<file path="src/hdl/dcfs_pkg.sv">
// dcfs_pkg: constants shared by the DC feeding supply control block
package dcfs_pkg;

	// ------------------------------------------------------------
	// clock and timing
	// ------------------------------------------------------------
	localparam int DCFS_MCLK_HZ = 125_000_000;
	localparam int DCFS_MS_CYC = DCFS_MCLK_HZ / 1000;
	localparam int DCFS_REARM_MS = 150;
	localparam int DCFS_REARM_CYC = DCFS_REARM_MS * DCFS_MS_CYC;

	// ------------------------------------------------------------
	// register byte offsets
	// ------------------------------------------------------------
	localparam logic [7:0] DCFS_OFS_REGEN = 8'h00;
	localparam logic [7:0] DCFS_OFS_DUTY = 8'h04;
	localparam logic [7:0] DCFS_OFS_STOP = 8'h08;
	localparam logic [7:0] DCFS_OFS_COAST = 8'h0C;
	localparam logic [7:0] DCFS_OFS_IN_ASG = 8'h10;
	localparam logic [7:0] DCFS_OFS_OUT_ASG = 8'h14;
	localparam logic [7:0] DCFS_OFS_STATUS = 8'h18;

	// ------------------------------------------------------------
	// stop configuration fields
	// ------------------------------------------------------------
	localparam int DCFS_STOP_SEL_LSB = 0;
	localparam int DCFS_STOP_AUTO_BIT = 8;
	localparam int DCFS_STOP_HOLD_BIT = 9;

	// ------------------------------------------------------------
	// status fields
	// ------------------------------------------------------------
	localparam int DCFS_ST_DCF = 0;
	localparam int DCFS_ST_STARTABLE = 1;
	localparam int DCFS_ST_SHUTOFF = 2;
	localparam int DCFS_ST_DECEL = 3;
	localparam int DCFS_ST_CANCEL = 4;
	localparam int DCFS_ST_DC_ONLY = 5;
	localparam int DCFS_ST_BACKUP = 6;
	localparam int DCFS_ST_UV = 7;
	localparam int DCFS_ST_IPF = 8;
	localparam int DCFS_ST_OPT = 9;
	localparam int DCFS_ST_ERR = 10;
	localparam int DCFS_ST_HOLD = 11;
	localparam int DCFS_ST_WIDTH = 12;

	// ------------------------------------------------------------
	// regeneration selection values
	// ------------------------------------------------------------
	localparam logic [7:0] DCFS_RG_0 = 8'h00;
	localparam logic [7:0] DCFS_RG_100 = 8'h64;
	localparam logic [7:0] DCFS_RG_10 = 8'h0A;
	localparam logic [7:0] DCFS_RG_20 = 8'h14;
	localparam logic [7:0] DCFS_RG_120 = 8'h78;
	localparam logic [7:0] DCFS_RG_1 = 8'h01;
	localparam logic [7:0] DCFS_RG_101 = 8'h65;
	localparam logic [7:0] DCFS_RG_11 = 8'h0B;
	localparam logic [7:0] DCFS_RG_21 = 8'h15;
	localparam logic [7:0] DCFS_RG_121 = 8'h79;
	localparam logic [7:0] DCFS_RG_2 = 8'h02;
	localparam logic [7:0] DCFS_RG_RESET = 8'h00;

	// ------------------------------------------------------------
	// terminal function codes and limits
	// ------------------------------------------------------------
	localparam logic [7:0] DCFS_FN_OP_ENABLE = 8'h0A;
	localparam logic [7:0] DCFS_FN_PF_HOLD = 8'h0B;
	localparam logic [7:0] DCFS_FN_PERMIT = 8'h46;
	localparam logic [7:0] DCFS_FN_CANCEL = 8'h47;
	localparam logic [7:0] DCFS_FN_DCF_POS = 8'h55;
	localparam logic [7:0] DCFS_FN_DCF_NEG = 8'hB9;
	localparam logic [7:0] DCFS_FN_NONE = 8'hFF;
	localparam logic [3:0] DCFS_DUTY_MAX = 4'hA;
	localparam logic [3:0] DCFS_DUTY_RESET = 4'h0;

	typedef enum logic [2:0] {RS_READY, RS_TRIPPED, RS_WAIT_ON, RS_DELAY, RS_COAST} dcfs_rs_t;

endpackage

</file>
<file path="src/hdl/dcfs_sync.sv">
// dcfs_sync: two-flop synchroniser for contact inputs
`timescale 1ns/10ps
module dcfs_sync #(
	parameter int W = 4
) (
	input wire logic mclk,
	input wire logic rst_b,
	input wire logic [W-1:0] d,
	output logic [W-1:0] q
);
	logic [W-1:0] meta;

	always_ff @(posedge mclk) begin
		if (!rst_b) begin
			meta <= '0;
			q <= '0;
		end else begin
			meta <= d;
			q <= meta;
		end
	end
endmodule

</file>
<file path="src/hdl/dcfs_timer.sv">
// dcfs_timer: loadable down counter with one-cycle done pulse
`timescale 1ns/10ps
module dcfs_timer #(
	parameter int W = 25
) (
	input wire logic mclk,
	input wire logic rst_b,
	input wire logic clr,
	input wire logic start,
	input wire logic [W-1:0] load,
	input wire logic tick,
	output logic busy,
	output logic done
);
	logic [W-1:0] cnt;
	wire last = (cnt <= {{(W-1){1'b0}}, 1'b1});

	always_ff @(posedge mclk) begin
		if (!rst_b || clr) begin
			cnt <= '0;
			busy <= 1'b0;
			done <= 1'b0;
		end else if (start) begin
			cnt <= load;
			busy <= 1'b1;
			done <= 1'b0;
		end else if (busy && (tick || cnt == '0)) begin
			cnt <= last ? '0 : cnt - 1'b1;
			busy <= !last;
			done <= last;
		end else begin
			done <= 1'b0;
		end
	end
endmodule

</file>
<file path="src/hdl/dcfs_top.sv">
// dcfs_top: regeneration selection decode and DC feeding supply sequencing
// What this block does
// - ordinary brake or none: accept 0,10,20,100,120; brake duty ignored
// - larger models also accept 1,11,21,101,121
// - writing 2 resets the drive and shows error; duty ignored
// - function 10 terminal is operation enable; inactive shuts output off while 2 is selected
// - function 11 terminal holds mode on power failure when configured and 2 is selected
// - values 10 and 11 select DC-only supply
// - values 20,21,120,121 select AC with DC backup
// - with 20,21,120,121, DC operation allowed only while permit input (function 70) is on
// - after power-fail shutoff, startable 150 ms after permit off-on, plus coast when auto restart is on
// - with 20,21,120,121, permit off while running: shutoff if stop select 0 or AC lost, else decelerate
// - cancel (function 71) while DC running stops drive, then status off
// - after cancel, operation refused even with permit on
// - with 20,21,120,121, DC feeding status on at AC fail/undervoltage; off on cancel or restore
// - on restore while running status stays on until stop
// - status set by undervoltage stays latched after it clears
// - status survives an inverter reset
// - output terminal code 85 drives status true, 185 inverted
// - values 100,101,120,121 suppress reset at main power on
// - any DC feeding value masks undervoltage and power fail faults
// - AC present with 2, 10 or 11 raises option fault
//
// Strobed register access and the placing of the registers are this design's own decisions.
`timescale 1ns/10ps
module dcfs_top
	import dcfs_pkg::*;
#(
	parameter int N_IN = 4,
	parameter int N_OUT = 2,
	parameter bit LARGE_MODEL = 1'b1,
	parameter int REARM_CYC = DCFS_REARM_CYC,
	parameter int MS_CYC = DCFS_MS_CYC
) (
	input wire logic mclk,
	input wire logic rst_b,
	input wire logic [7:0] addr,
	input wire logic [31:0] wdata,
	input wire logic wr,
	input wire logic rd,
	output logic [31:0] rdata,
	input wire logic [N_IN-1:0] term_in,
	input wire logic ac_power_ok,
	input wire logic ac_power_fail,
	input wire logic ac_undervoltage,
	input wire logic motor_running,
	input wire logic main_power_on,
	output logic [N_OUT-1:0] term_out,
	output logic output_shutoff,
	output logic decel_stop_req,
	output logic startable,
	output logic self_reset,
	output logic main_on_reset,
	output logic err_display,
	output logic mode_hold,
	output logic undervoltage_fault,
	output logic instant_power_fail_fault,
	output logic option_fault,
	output logic [3:0] brake_duty_eff
);
	// ------------------------------------------------------------
	// registers
	// ------------------------------------------------------------
	logic [7:0] regen_function_select;
	logic [3:0] special_brake_duty;
	logic [7:0] power_fail_stop_select;
	logic auto_restart_en;
	logic mode_hold_cfg;
	logic [15:0] restart_coast_time;
	logic [7:0] input_terminal_assign [N_IN];
	logic [7:0] output_terminal_assign [N_OUT];
	logic dc_feeding_status;
	logic uv_mark;
	logic cancel_latched;
	logic permit_q, cancel_q;
	logic [16:0] ms_cnt;
	logic ms_tick;
	dcfs_rs_t rstate, next_rstate;
	wire [DCFS_ST_WIDTH-1:0] status_word;
	wire inv_reset = self_reset || main_on_reset;

	// ------------------------------------------------------------
	// selection decode
	// ------------------------------------------------------------
	wire [7:0] w8 = wdata[7:0];
	wire val_small = (w8 == DCFS_RG_0) || (w8 == DCFS_RG_100) || (w8 == DCFS_RG_10) ||
		(w8 == DCFS_RG_20) || (w8 == DCFS_RG_120) || (w8 == DCFS_RG_2);
	wire val_large = (w8 == DCFS_RG_1) || (w8 == DCFS_RG_101) || (w8 == DCFS_RG_11) ||
		(w8 == DCFS_RG_21) || (w8 == DCFS_RG_121);
	wire regen_ok = val_small || (LARGE_MODEL && val_large);
	wire sel_conv = (regen_function_select == DCFS_RG_2);
	wire dc_only = (regen_function_select == DCFS_RG_10) || (regen_function_select == DCFS_RG_11);
	wire dc_backup = (regen_function_select == DCFS_RG_20) || (regen_function_select == DCFS_RG_21) ||
		(regen_function_select == DCFS_RG_120) || (regen_function_select == DCFS_RG_121);
	wire duty_used = (regen_function_select == DCFS_RG_1) || (regen_function_select == DCFS_RG_101) ||
		(regen_function_select == DCFS_RG_11) || (regen_function_select == DCFS_RG_21) ||
		(regen_function_select == DCFS_RG_121);
	wire no_main_reset = (regen_function_select == DCFS_RG_100) || (regen_function_select == DCFS_RG_101) ||
		(regen_function_select == DCFS_RG_120) || (regen_function_select == DCFS_RG_121);
	wire dc_any = sel_conv || dc_only || dc_backup;

	// ------------------------------------------------------------
	// terminal decode
	// ------------------------------------------------------------
	logic [N_IN-1:0] in_s;
	logic [N_IN-1:0] hit_en, hit_hold, hit_permit, hit_cancel;

	dcfs_sync #(.W(N_IN)) u_sync (
		.mclk(mclk),
		.rst_b(rst_b),
		.d(term_in),
		.q(in_s)
	);

	for (genvar i = 0; i < N_IN; i++) begin : g_in
		assign hit_en[i] = in_s[i] && (input_terminal_assign[i] == DCFS_FN_OP_ENABLE);
		assign hit_hold[i] = in_s[i] && (input_terminal_assign[i] == DCFS_FN_PF_HOLD);
		assign hit_permit[i] = in_s[i] && (input_terminal_assign[i] == DCFS_FN_PERMIT);
		assign hit_cancel[i] = in_s[i] && (input_terminal_assign[i] == DCFS_FN_CANCEL);
	end

	wire op_enable = |hit_en;
	wire pf_hold = |hit_hold;
	wire permit = |hit_permit;
	wire cancel = |hit_cancel;
	wire ac_lost = ac_power_fail || ac_undervoltage;
	wire permit_fall_run = permit_q && !permit && motor_running && dc_backup;
	wire cancel_rise_run = cancel && !cancel_q && motor_running && dc_feeding_status;
	wire stop_evt = permit_fall_run || cancel_rise_run;
	wire stop_coast = (power_fail_stop_select == 8'h00);
	wire pf_trip = dc_backup && ac_lost && motor_running && !permit;

	// ------------------------------------------------------------
	// register bus
	// ------------------------------------------------------------
	wire wr_regen = wr && (addr == DCFS_OFS_REGEN);
	wire [31:0] in_asg_word = {input_terminal_assign[3], input_terminal_assign[2],
		input_terminal_assign[1], input_terminal_assign[0]};
	wire [31:0] out_asg_word = {16'h0000, output_terminal_assign[1], output_terminal_assign[0]};
	logic [31:0] rmux;

	always_comb begin
		rmux = 32'h0000_0000;
		if (addr == DCFS_OFS_REGEN) begin
			rmux = {24'h00_0000, regen_function_select};
		end else if (addr == DCFS_OFS_DUTY) begin
			rmux = {28'h000_0000, special_brake_duty};
		end else if (addr == DCFS_OFS_STOP) begin
			rmux = {22'h00_0000, mode_hold_cfg, auto_restart_en, power_fail_stop_select};
		end else if (addr == DCFS_OFS_COAST) begin
			rmux = {16'h0000, restart_coast_time};
		end else if (addr == DCFS_OFS_IN_ASG) begin
			rmux = in_asg_word;
		end else if (addr == DCFS_OFS_OUT_ASG) begin
			rmux = out_asg_word;
		end else if (addr == DCFS_OFS_STATUS) begin
			rmux = {20'h0_0000, status_word};
		end
	end

	always_ff @(posedge mclk) begin
		if (!rst_b) begin
			regen_function_select <= DCFS_RG_RESET;
			special_brake_duty <= DCFS_DUTY_RESET;
			power_fail_stop_select <= 8'h00;
			auto_restart_en <= 1'b0;
			mode_hold_cfg <= 1'b0;
			restart_coast_time <= 16'h0000;
			input_terminal_assign <= '{default: DCFS_FN_NONE};
			output_terminal_assign <= '{default: DCFS_FN_NONE};
			rdata <= 32'h0000_0000;
		end else begin
			rdata <= rd ? rmux : 32'h0000_0000;
			// unsupported selection values are dropped, old value kept
			if (wr_regen && regen_ok) begin
				regen_function_select <= w8;
			end
			if (wr && addr == DCFS_OFS_DUTY && wdata[3:0] <= DCFS_DUTY_MAX) begin
				special_brake_duty <= wdata[3:0];
			end
			if (wr && addr == DCFS_OFS_STOP) begin
				power_fail_stop_select <= wdata[DCFS_STOP_SEL_LSB +: 8];
				auto_restart_en <= wdata[DCFS_STOP_AUTO_BIT];
				mode_hold_cfg <= wdata[DCFS_STOP_HOLD_BIT];
			end
			if (wr && addr == DCFS_OFS_COAST) begin
				restart_coast_time <= wdata[15:0];
			end
			if (wr && addr == DCFS_OFS_IN_ASG) begin
				for (int k = 0; k < N_IN; k++) begin
					input_terminal_assign[k] <= wdata[8*k +: 8];
				end
			end
			if (wr && addr == DCFS_OFS_OUT_ASG) begin
				for (int k = 0; k < N_OUT; k++) begin
					output_terminal_assign[k] <= wdata[8*k +: 8];
				end
			end
		end
	end

	// ------------------------------------------------------------
	// DC feeding status, kept across inverter resets
	// ------------------------------------------------------------
	wire dcf_set = dc_backup && ac_lost && !cancel && !cancel_latched;
	wire dcf_clr = !motor_running && ((cancel || cancel_latched) || (!ac_lost && !uv_mark));

	always_ff @(posedge mclk) begin
		if (!rst_b) begin
			dc_feeding_status <= 1'b0;
			uv_mark <= 1'b0;
		end else if (dcf_set) begin
			dc_feeding_status <= 1'b1;
			uv_mark <= uv_mark || ac_undervoltage;
		end else if (dcf_clr) begin
			dc_feeding_status <= 1'b0;
			uv_mark <= 1'b0;
		end
	end

	// ------------------------------------------------------------
	// restart sequencing
	// ------------------------------------------------------------
	logic rearm_done, coast_done, coast_busy;
	wire enter_delay = (rstate == RS_WAIT_ON) && permit;

	dcfs_timer #(.W(25)) u_rearm (
		.mclk(mclk),
		.rst_b(rst_b),
		.clr(inv_reset),
		.start(enter_delay),
		.load(25'(REARM_CYC)),
		.tick(1'b1),
		.busy(),
		.done(rearm_done)
	);

	dcfs_timer #(.W(16)) u_coast (
		.mclk(mclk),
		.rst_b(rst_b),
		.clr(inv_reset),
		.start(rearm_done && auto_restart_en),
		.load(restart_coast_time),
		.tick(ms_tick),
		.busy(coast_busy),
		.done(coast_done)
	);

	always_comb begin
		next_rstate = rstate;
		case (rstate)
			RS_READY: begin
				if (pf_trip || (stop_evt && stop_coast)) begin
					next_rstate = RS_TRIPPED;
				end
			end
			RS_TRIPPED: begin
				if (!permit) begin
					next_rstate = RS_WAIT_ON;
				end
			end
			RS_WAIT_ON: begin
				if (permit) begin
					next_rstate = RS_DELAY;
				end
			end
			RS_DELAY: begin
				if (rearm_done) begin
					next_rstate = auto_restart_en ? RS_COAST : RS_READY;
				end
			end
			RS_COAST: begin
				if (coast_done) begin
					next_rstate = RS_READY;
				end
			end
			default: next_rstate = RS_READY;
		endcase
	end

	always_ff @(posedge mclk) begin
		if (!rst_b || inv_reset) begin
			rstate <= RS_READY;
			cancel_latched <= 1'b0;
			decel_stop_req <= 1'b0;
			undervoltage_fault <= 1'b0;
			instant_power_fail_fault <= 1'b0;
			option_fault <= 1'b0;
			permit_q <= 1'b0;
			cancel_q <= 1'b0;
			ms_cnt <= 17'h0_0000;
			ms_tick <= 1'b0;
		end else begin
			rstate <= next_rstate;
			permit_q <= permit;
			cancel_q <= cancel;
			ms_tick <= (ms_cnt == 17'(MS_CYC - 1));
			ms_cnt <= (ms_cnt == 17'(MS_CYC - 1) || !coast_busy) ? 17'h0_0000 : ms_cnt + 1'b1;
			// cleared by an inverter reset, or once the contact is off, mains is back and status is off
			if (cancel && (dc_backup || dc_feeding_status)) begin
				cancel_latched <= 1'b1;
			end else if (!cancel && ac_power_ok && !dc_feeding_status) begin
				cancel_latched <= 1'b0;
			end
			if (stop_evt && !stop_coast) begin
				decel_stop_req <= 1'b1;
			end else if (!motor_running) begin
				decel_stop_req <= 1'b0;
			end
			undervoltage_fault <= !dc_any && (undervoltage_fault || ac_undervoltage);
			instant_power_fail_fault <= !dc_any && (instant_power_fail_fault || ac_power_fail);
			option_fault <= option_fault || (ac_power_ok && (sel_conv || dc_only));
		end
	end

	// ------------------------------------------------------------
	// outputs
	// ------------------------------------------------------------
	wire next_shutoff = (sel_conv && !op_enable) || (rstate != RS_READY);
	wire next_startable = (rstate == RS_READY) && !cancel_latched && !cancel && !next_shutoff &&
		!(dc_feeding_status && !permit);
	logic [N_OUT-1:0] next_term_out;

	for (genvar j = 0; j < N_OUT; j++) begin : g_out
		assign next_term_out[j] = (output_terminal_assign[j] == DCFS_FN_DCF_POS) ? dc_feeding_status :
			(output_terminal_assign[j] == DCFS_FN_DCF_NEG) ? !dc_feeding_status : 1'b0;
	end

	assign status_word = {mode_hold, err_display, option_fault, instant_power_fail_fault,
		undervoltage_fault, dc_backup, dc_only, cancel_latched, decel_stop_req, output_shutoff,
		startable, dc_feeding_status};

	always_ff @(posedge mclk) begin
		if (!rst_b) begin
			term_out <= '0;
			output_shutoff <= 1'b0;
			startable <= 1'b0;
			self_reset <= 1'b0;
			main_on_reset <= 1'b0;
			err_display <= 1'b0;
			mode_hold <= 1'b0;
			brake_duty_eff <= 4'h0;
		end else begin
			term_out <= next_term_out;
			output_shutoff <= next_shutoff;
			startable <= next_startable;
			self_reset <= wr_regen && (w8 == DCFS_RG_2);
			err_display <= wr_regen ? (w8 == DCFS_RG_2) : err_display;
			main_on_reset <= main_power_on && !no_main_reset && !dc_only && !sel_conv;
			mode_hold <= sel_conv && mode_hold_cfg && pf_hold;
			brake_duty_eff <= (LARGE_MODEL && duty_used) ? special_brake_duty : 4'h0;
		end
	end
endmodule

</file>
<file path="config.mk">
export PLATFORM = sky130hd
export DESIGN_NAME = dcfs_top
export DESIGN_NICKNAME = d
export VERILOG_FILES = /design/src/hdl/dcfs_pkg.sv /design/src/hdl/dcfs_sync.sv /design/src/hdl/dcfs_timer.sv /design/src/hdl/dcfs_top.sv
export SDC_FILE = /design/constraint.sdc
export NUM_CORES = 1
export LEC_CHECK = 0
export BUFFER_PORTS_ARGS = -buffer_cell sky130_fd_sc_hd__buf_4
export CELL_PAD_IN_SITES_DETAIL_PLACEMENT = 1
export CELL_PAD_IN_SITES_GLOBAL_PLACEMENT = 2
export CORE_ASPECT_RATIO = 0.8
export CORE_MARGIN = 2
export CORE_UTILIZATION = 32
export DETAILED_ROUTE_END_ITERATION = 16
export GPL_TIMING_DRIVEN = 1
export HOLD_SLACK_MARGIN = 0.1
export MAX_ROUTING_LAYER = met4
export PLACE_DENSITY_LB_ADDON = 0.1
export SLEW_MARGIN = 25
export SYNTH_ARGS = -nofsm -noshare
export SYNTH_HDL_FRONTEND = slang
export SYNTH_SLANG_ARGS = --single-unit
</file>
<file path="constraint.sdc">
create_clock -name mclk -period 2.26 [get_ports mclk]
set_clock_uncertainty 0.2 [all_clocks]
set_input_delay 0.452 -clock mclk [delete_from_list [all_inputs] [get_ports mclk]]
set_output_delay 0.452 -clock mclk [all_outputs]
set_load 0.1 [all_outputs]
</file>
==> qor.txt <==
Yosys cell types: 78
RSZ-0062 raised after global routing: true
Leak Pwr: 0.00551 µW
cell count along the critical path: 9
VDD IR-drop max: 0.000460 V
r2r startpoint: in_asg_word[29]
area leader, netlist: dfxtp_1
area of the multi-input gates: 0.00530 mm²
Place WS: -0.210 ns
post-route cell area: 0.0136 mm²
Final ANT Viol Nets: 0
largest stage delay on the critical path: 0.49 ns
Final Net Count: 1502
Die Span Y: 158 µm
Final WS setup: -0.0446 ns
reg-to-reg setup timing slack: -0.04 ns
ys async rst share: 0%
CTS tree: yes
Crit Path Class: register to register
Reg2Reg Depth: 9
clock buffer depth: 3
# IOs: 101
crit end category: register
endpoints failing hold: 0
Area contributors post-synth: dfxtp_1 (45%), nand2_1 (8.6%), nor2_1 (3.8%)
run status: finished, violations left
fmax: 434 MHz
CP startpoint kind: register
Skew-Pair Late Insertion Delay: 0.53 ns
vias in the first global route: 9424
register area share after synthesis: 44.9%
crit path cell chain: buf_6, nor4bb_2, nand4_1, o2111ai_4, buf_6, and3_4, a21oi_2, or4_1, a21oi_2
clock-pin slew on the worst setup and hold paths: 0.07 ns
Die Wd: 197 µm
FF/Latch Area: 0.00427 mm²
# diodes: 0
Buffers & Inverters on Critical Path: 2
initial core utilization: 32.5%
Placement Cell Area: 0.0120 mm²
Post-Syn Area: 0.00951 mm²
final setup vio count: 1
Critical-path top delay cell: or4_1
Sink Count: 213
Core ar.: 0.0293 mm²
Synth Area per Inst: 8.19 µm²
die area: 0.0311 mm²
Rows: 56
Routed WL: 35.5 mm
prevailing post-synth register cell: dfxtp_1
DRC: 0
Top delay family on crit path: simple AND/OR/NAND/NOR gates
Final min period: 2.30 ns
Rel. slew slack: 50.7%
total global routing overflow: 0
DP HPWL: 26.3 mm
worst setup path start: in_asg_word[29]
Tot Pwr: 8280 µW
global-route wire length before repair: 55.9 mm
failing checks: setup timing
Final Instance Count excl. Fillers: 1838
Vias/cell: 5.14
top-count cell post-synth: nand2_1
via count: 9454
largest net degree at the start of global routing: 52
Num CTS Buffers: 24
Yosys warnings: 0
CP required: 2.52 ns
fin crit share: 102%
EDFF count, synth: 0
Least-Margin Pin Slew: 0.740 ns
Fill cells: 3489
CP arrival: 2.57 ns
cells after synthesis: 1160
most instantiated cells after synthesis: nand2_1 (219), dfxtp_1 (213), nor2_1 (95)
Placer Congestion: 0.848
flops & latches, synth: 213
DRT iter0 DRCs: 536
area grow syn2layout: 42.6%
Root Driver: clkbuf_16
drt first pass iters: 5
gr usage total: 23.6%
top fanout value on the critical path: 3
final slew viol count: 0
Hold Path Class: primary input to register
initial antenna violation count: 0
port bufs: 100
Power Density: 611 mW/mm²
Inst Count DP: 1753
WL/cell: 19.3 µm
Post-Syn Nets: 1218
share of cells above drive strength 1: 28.3%
share of the synthesized area in the top cell type: 44.9%
max-cap violation count: 0
Worst Setup EP: rstate[0]
htree depth: 1
reg2reg end: rstate[0]
Setup TNS: -0.0446 ns
## cells in the final DEF, fill, tap and decap left out, types with 8 or more instances in the layout
cell type,instances
buf_12,8
o211ai_1,9
nor2b_1,20
nand2_1,214
xnor2_1,23
nor3_1,22
nor4b_1,11
a31oi_1,10
a22oi_1,10
a22o_1,10
xor2_1,12
a21boi_0,25
dfxtp_2,8
a21oi_1,53
and2_1,32
nand3_1,64
dfxtp_1,205
inv_1,24
o21ai_1,12
clkbuf_8,10
mux2i_1,15
nor4_1,11
o21ai_0,37
nand4_1,14
nor2_1,88
dlygate4sd3_1,36
buf_4,267
clkbuf_16,24
or3_1,8
## registers in the layout, indices dropped and copies added, names as in the netlist, 2 cells and up
signal and flops:
rdata 32, u_rearm.cnt 25, brake_duty_eff 4, out_asg_word 16, term_out 2, power_fail_stop_select 8
u_coast.cnt 16, rstate 3, in_asg_word 32, ms_cnt 17, u_sync.meta 4, restart_coast_time 16
regen_function_select 8, u_sync.q 4, special_brake_duty 4
## metal layers
| metal | wire length [µm] | track usage [%] | part of all wire, % |
|---|---|---|---|
| met3 | 1360 | 2.56 | 3.8 |
| met2 | 15000 | 35.3 | 42 |
| met1 | 18600 | 34.8 | 52 |
| met5 | 0 | - | 0 |
| met4 | 558 | 3.87 | 1.6 |
## worst min-delay path, delay by kind of cell
family | cells | cell delay, ns
compound gates | 1 | 0.08
buf+inv | 2 | 0.24
simple gates | 1 | 0.05
## cell families (layout without fill, tap and decap cells)
family,after synthesis,after routing,share of synthesized area (%)
adders and majority gates,5,5,0.658
AOI/OAI and AO/OA,226,226,15.6
DFF,213,213,44.9
muxes,17,17,1.82
buffers and inverters,86,386,3.57
xor gates and xnor gates,35,35,3.22
and+or+nand+nor,578,579,30.2
## cell type report
type / instances / area share (%)
clock buffers: 37 / 5.53
clock inverters: 6 / 0.489
inverters: 25 / 0.692
flip-flops and latches: 213 / 31.5
well taps: 377 / 3.48
repair buffers: 318 / 19.2
multi-input cells: 862 / 39.1
## metrics by stage
stage | util (%) | hold WS (ns)
2_1_floorplan | - | 0.212
3_3_place_gp | 40.8 | 0.216
3_5_place_dp | 40.8 | 0.226
4_1_cts | 45.4 | 0.113
5_1_grt | 46.3 | 0.139
6_report | 46.3 | 0.126
## how the worst min path moves through the flow
stage                                 end      startpoint  cells after the start  slack, ns
final                     out_asg_word[4]        wdata[4]                      4       0.13
after global routing      out_asg_word[4]        wdata[4]                      4       0.14
after CTS                 out_asg_word[4]        wdata[4]                      4       0.11
after detailed placement      u_sync.q[0]  u_sync.meta[0]                      1       0.23
after global placement        u_sync.q[2]  u_sync.meta[2]                      1       0.22
after floorplan               u_sync.q[0]  u_sync.meta[0]                      1       0.21
## power by group
| group | total [µW] | switching [µW] | internal, µW |
|---|---|---|---|
| Clock | 4030 | 1640 | 2390 |
| Sequential | 3780 | 12.4 | 3770 |
| Combinational | 466 | 263 | 204 |
## repair_timing
| action | in CTS | in global routing |
|---|---|---|
| gates cloned | 0 | 1 |
| hold buffers | 36 | 0 |
| resized for setup | 30 | 59 |
| buffers inserted | 3 | 3 |
| endpoints found under the hold margin | 62 | 0 |
| setup endpoints to repair | 38 | 68 |
| pin swaps | 8 | 17 |
Power figures use the tool's default switching activity.
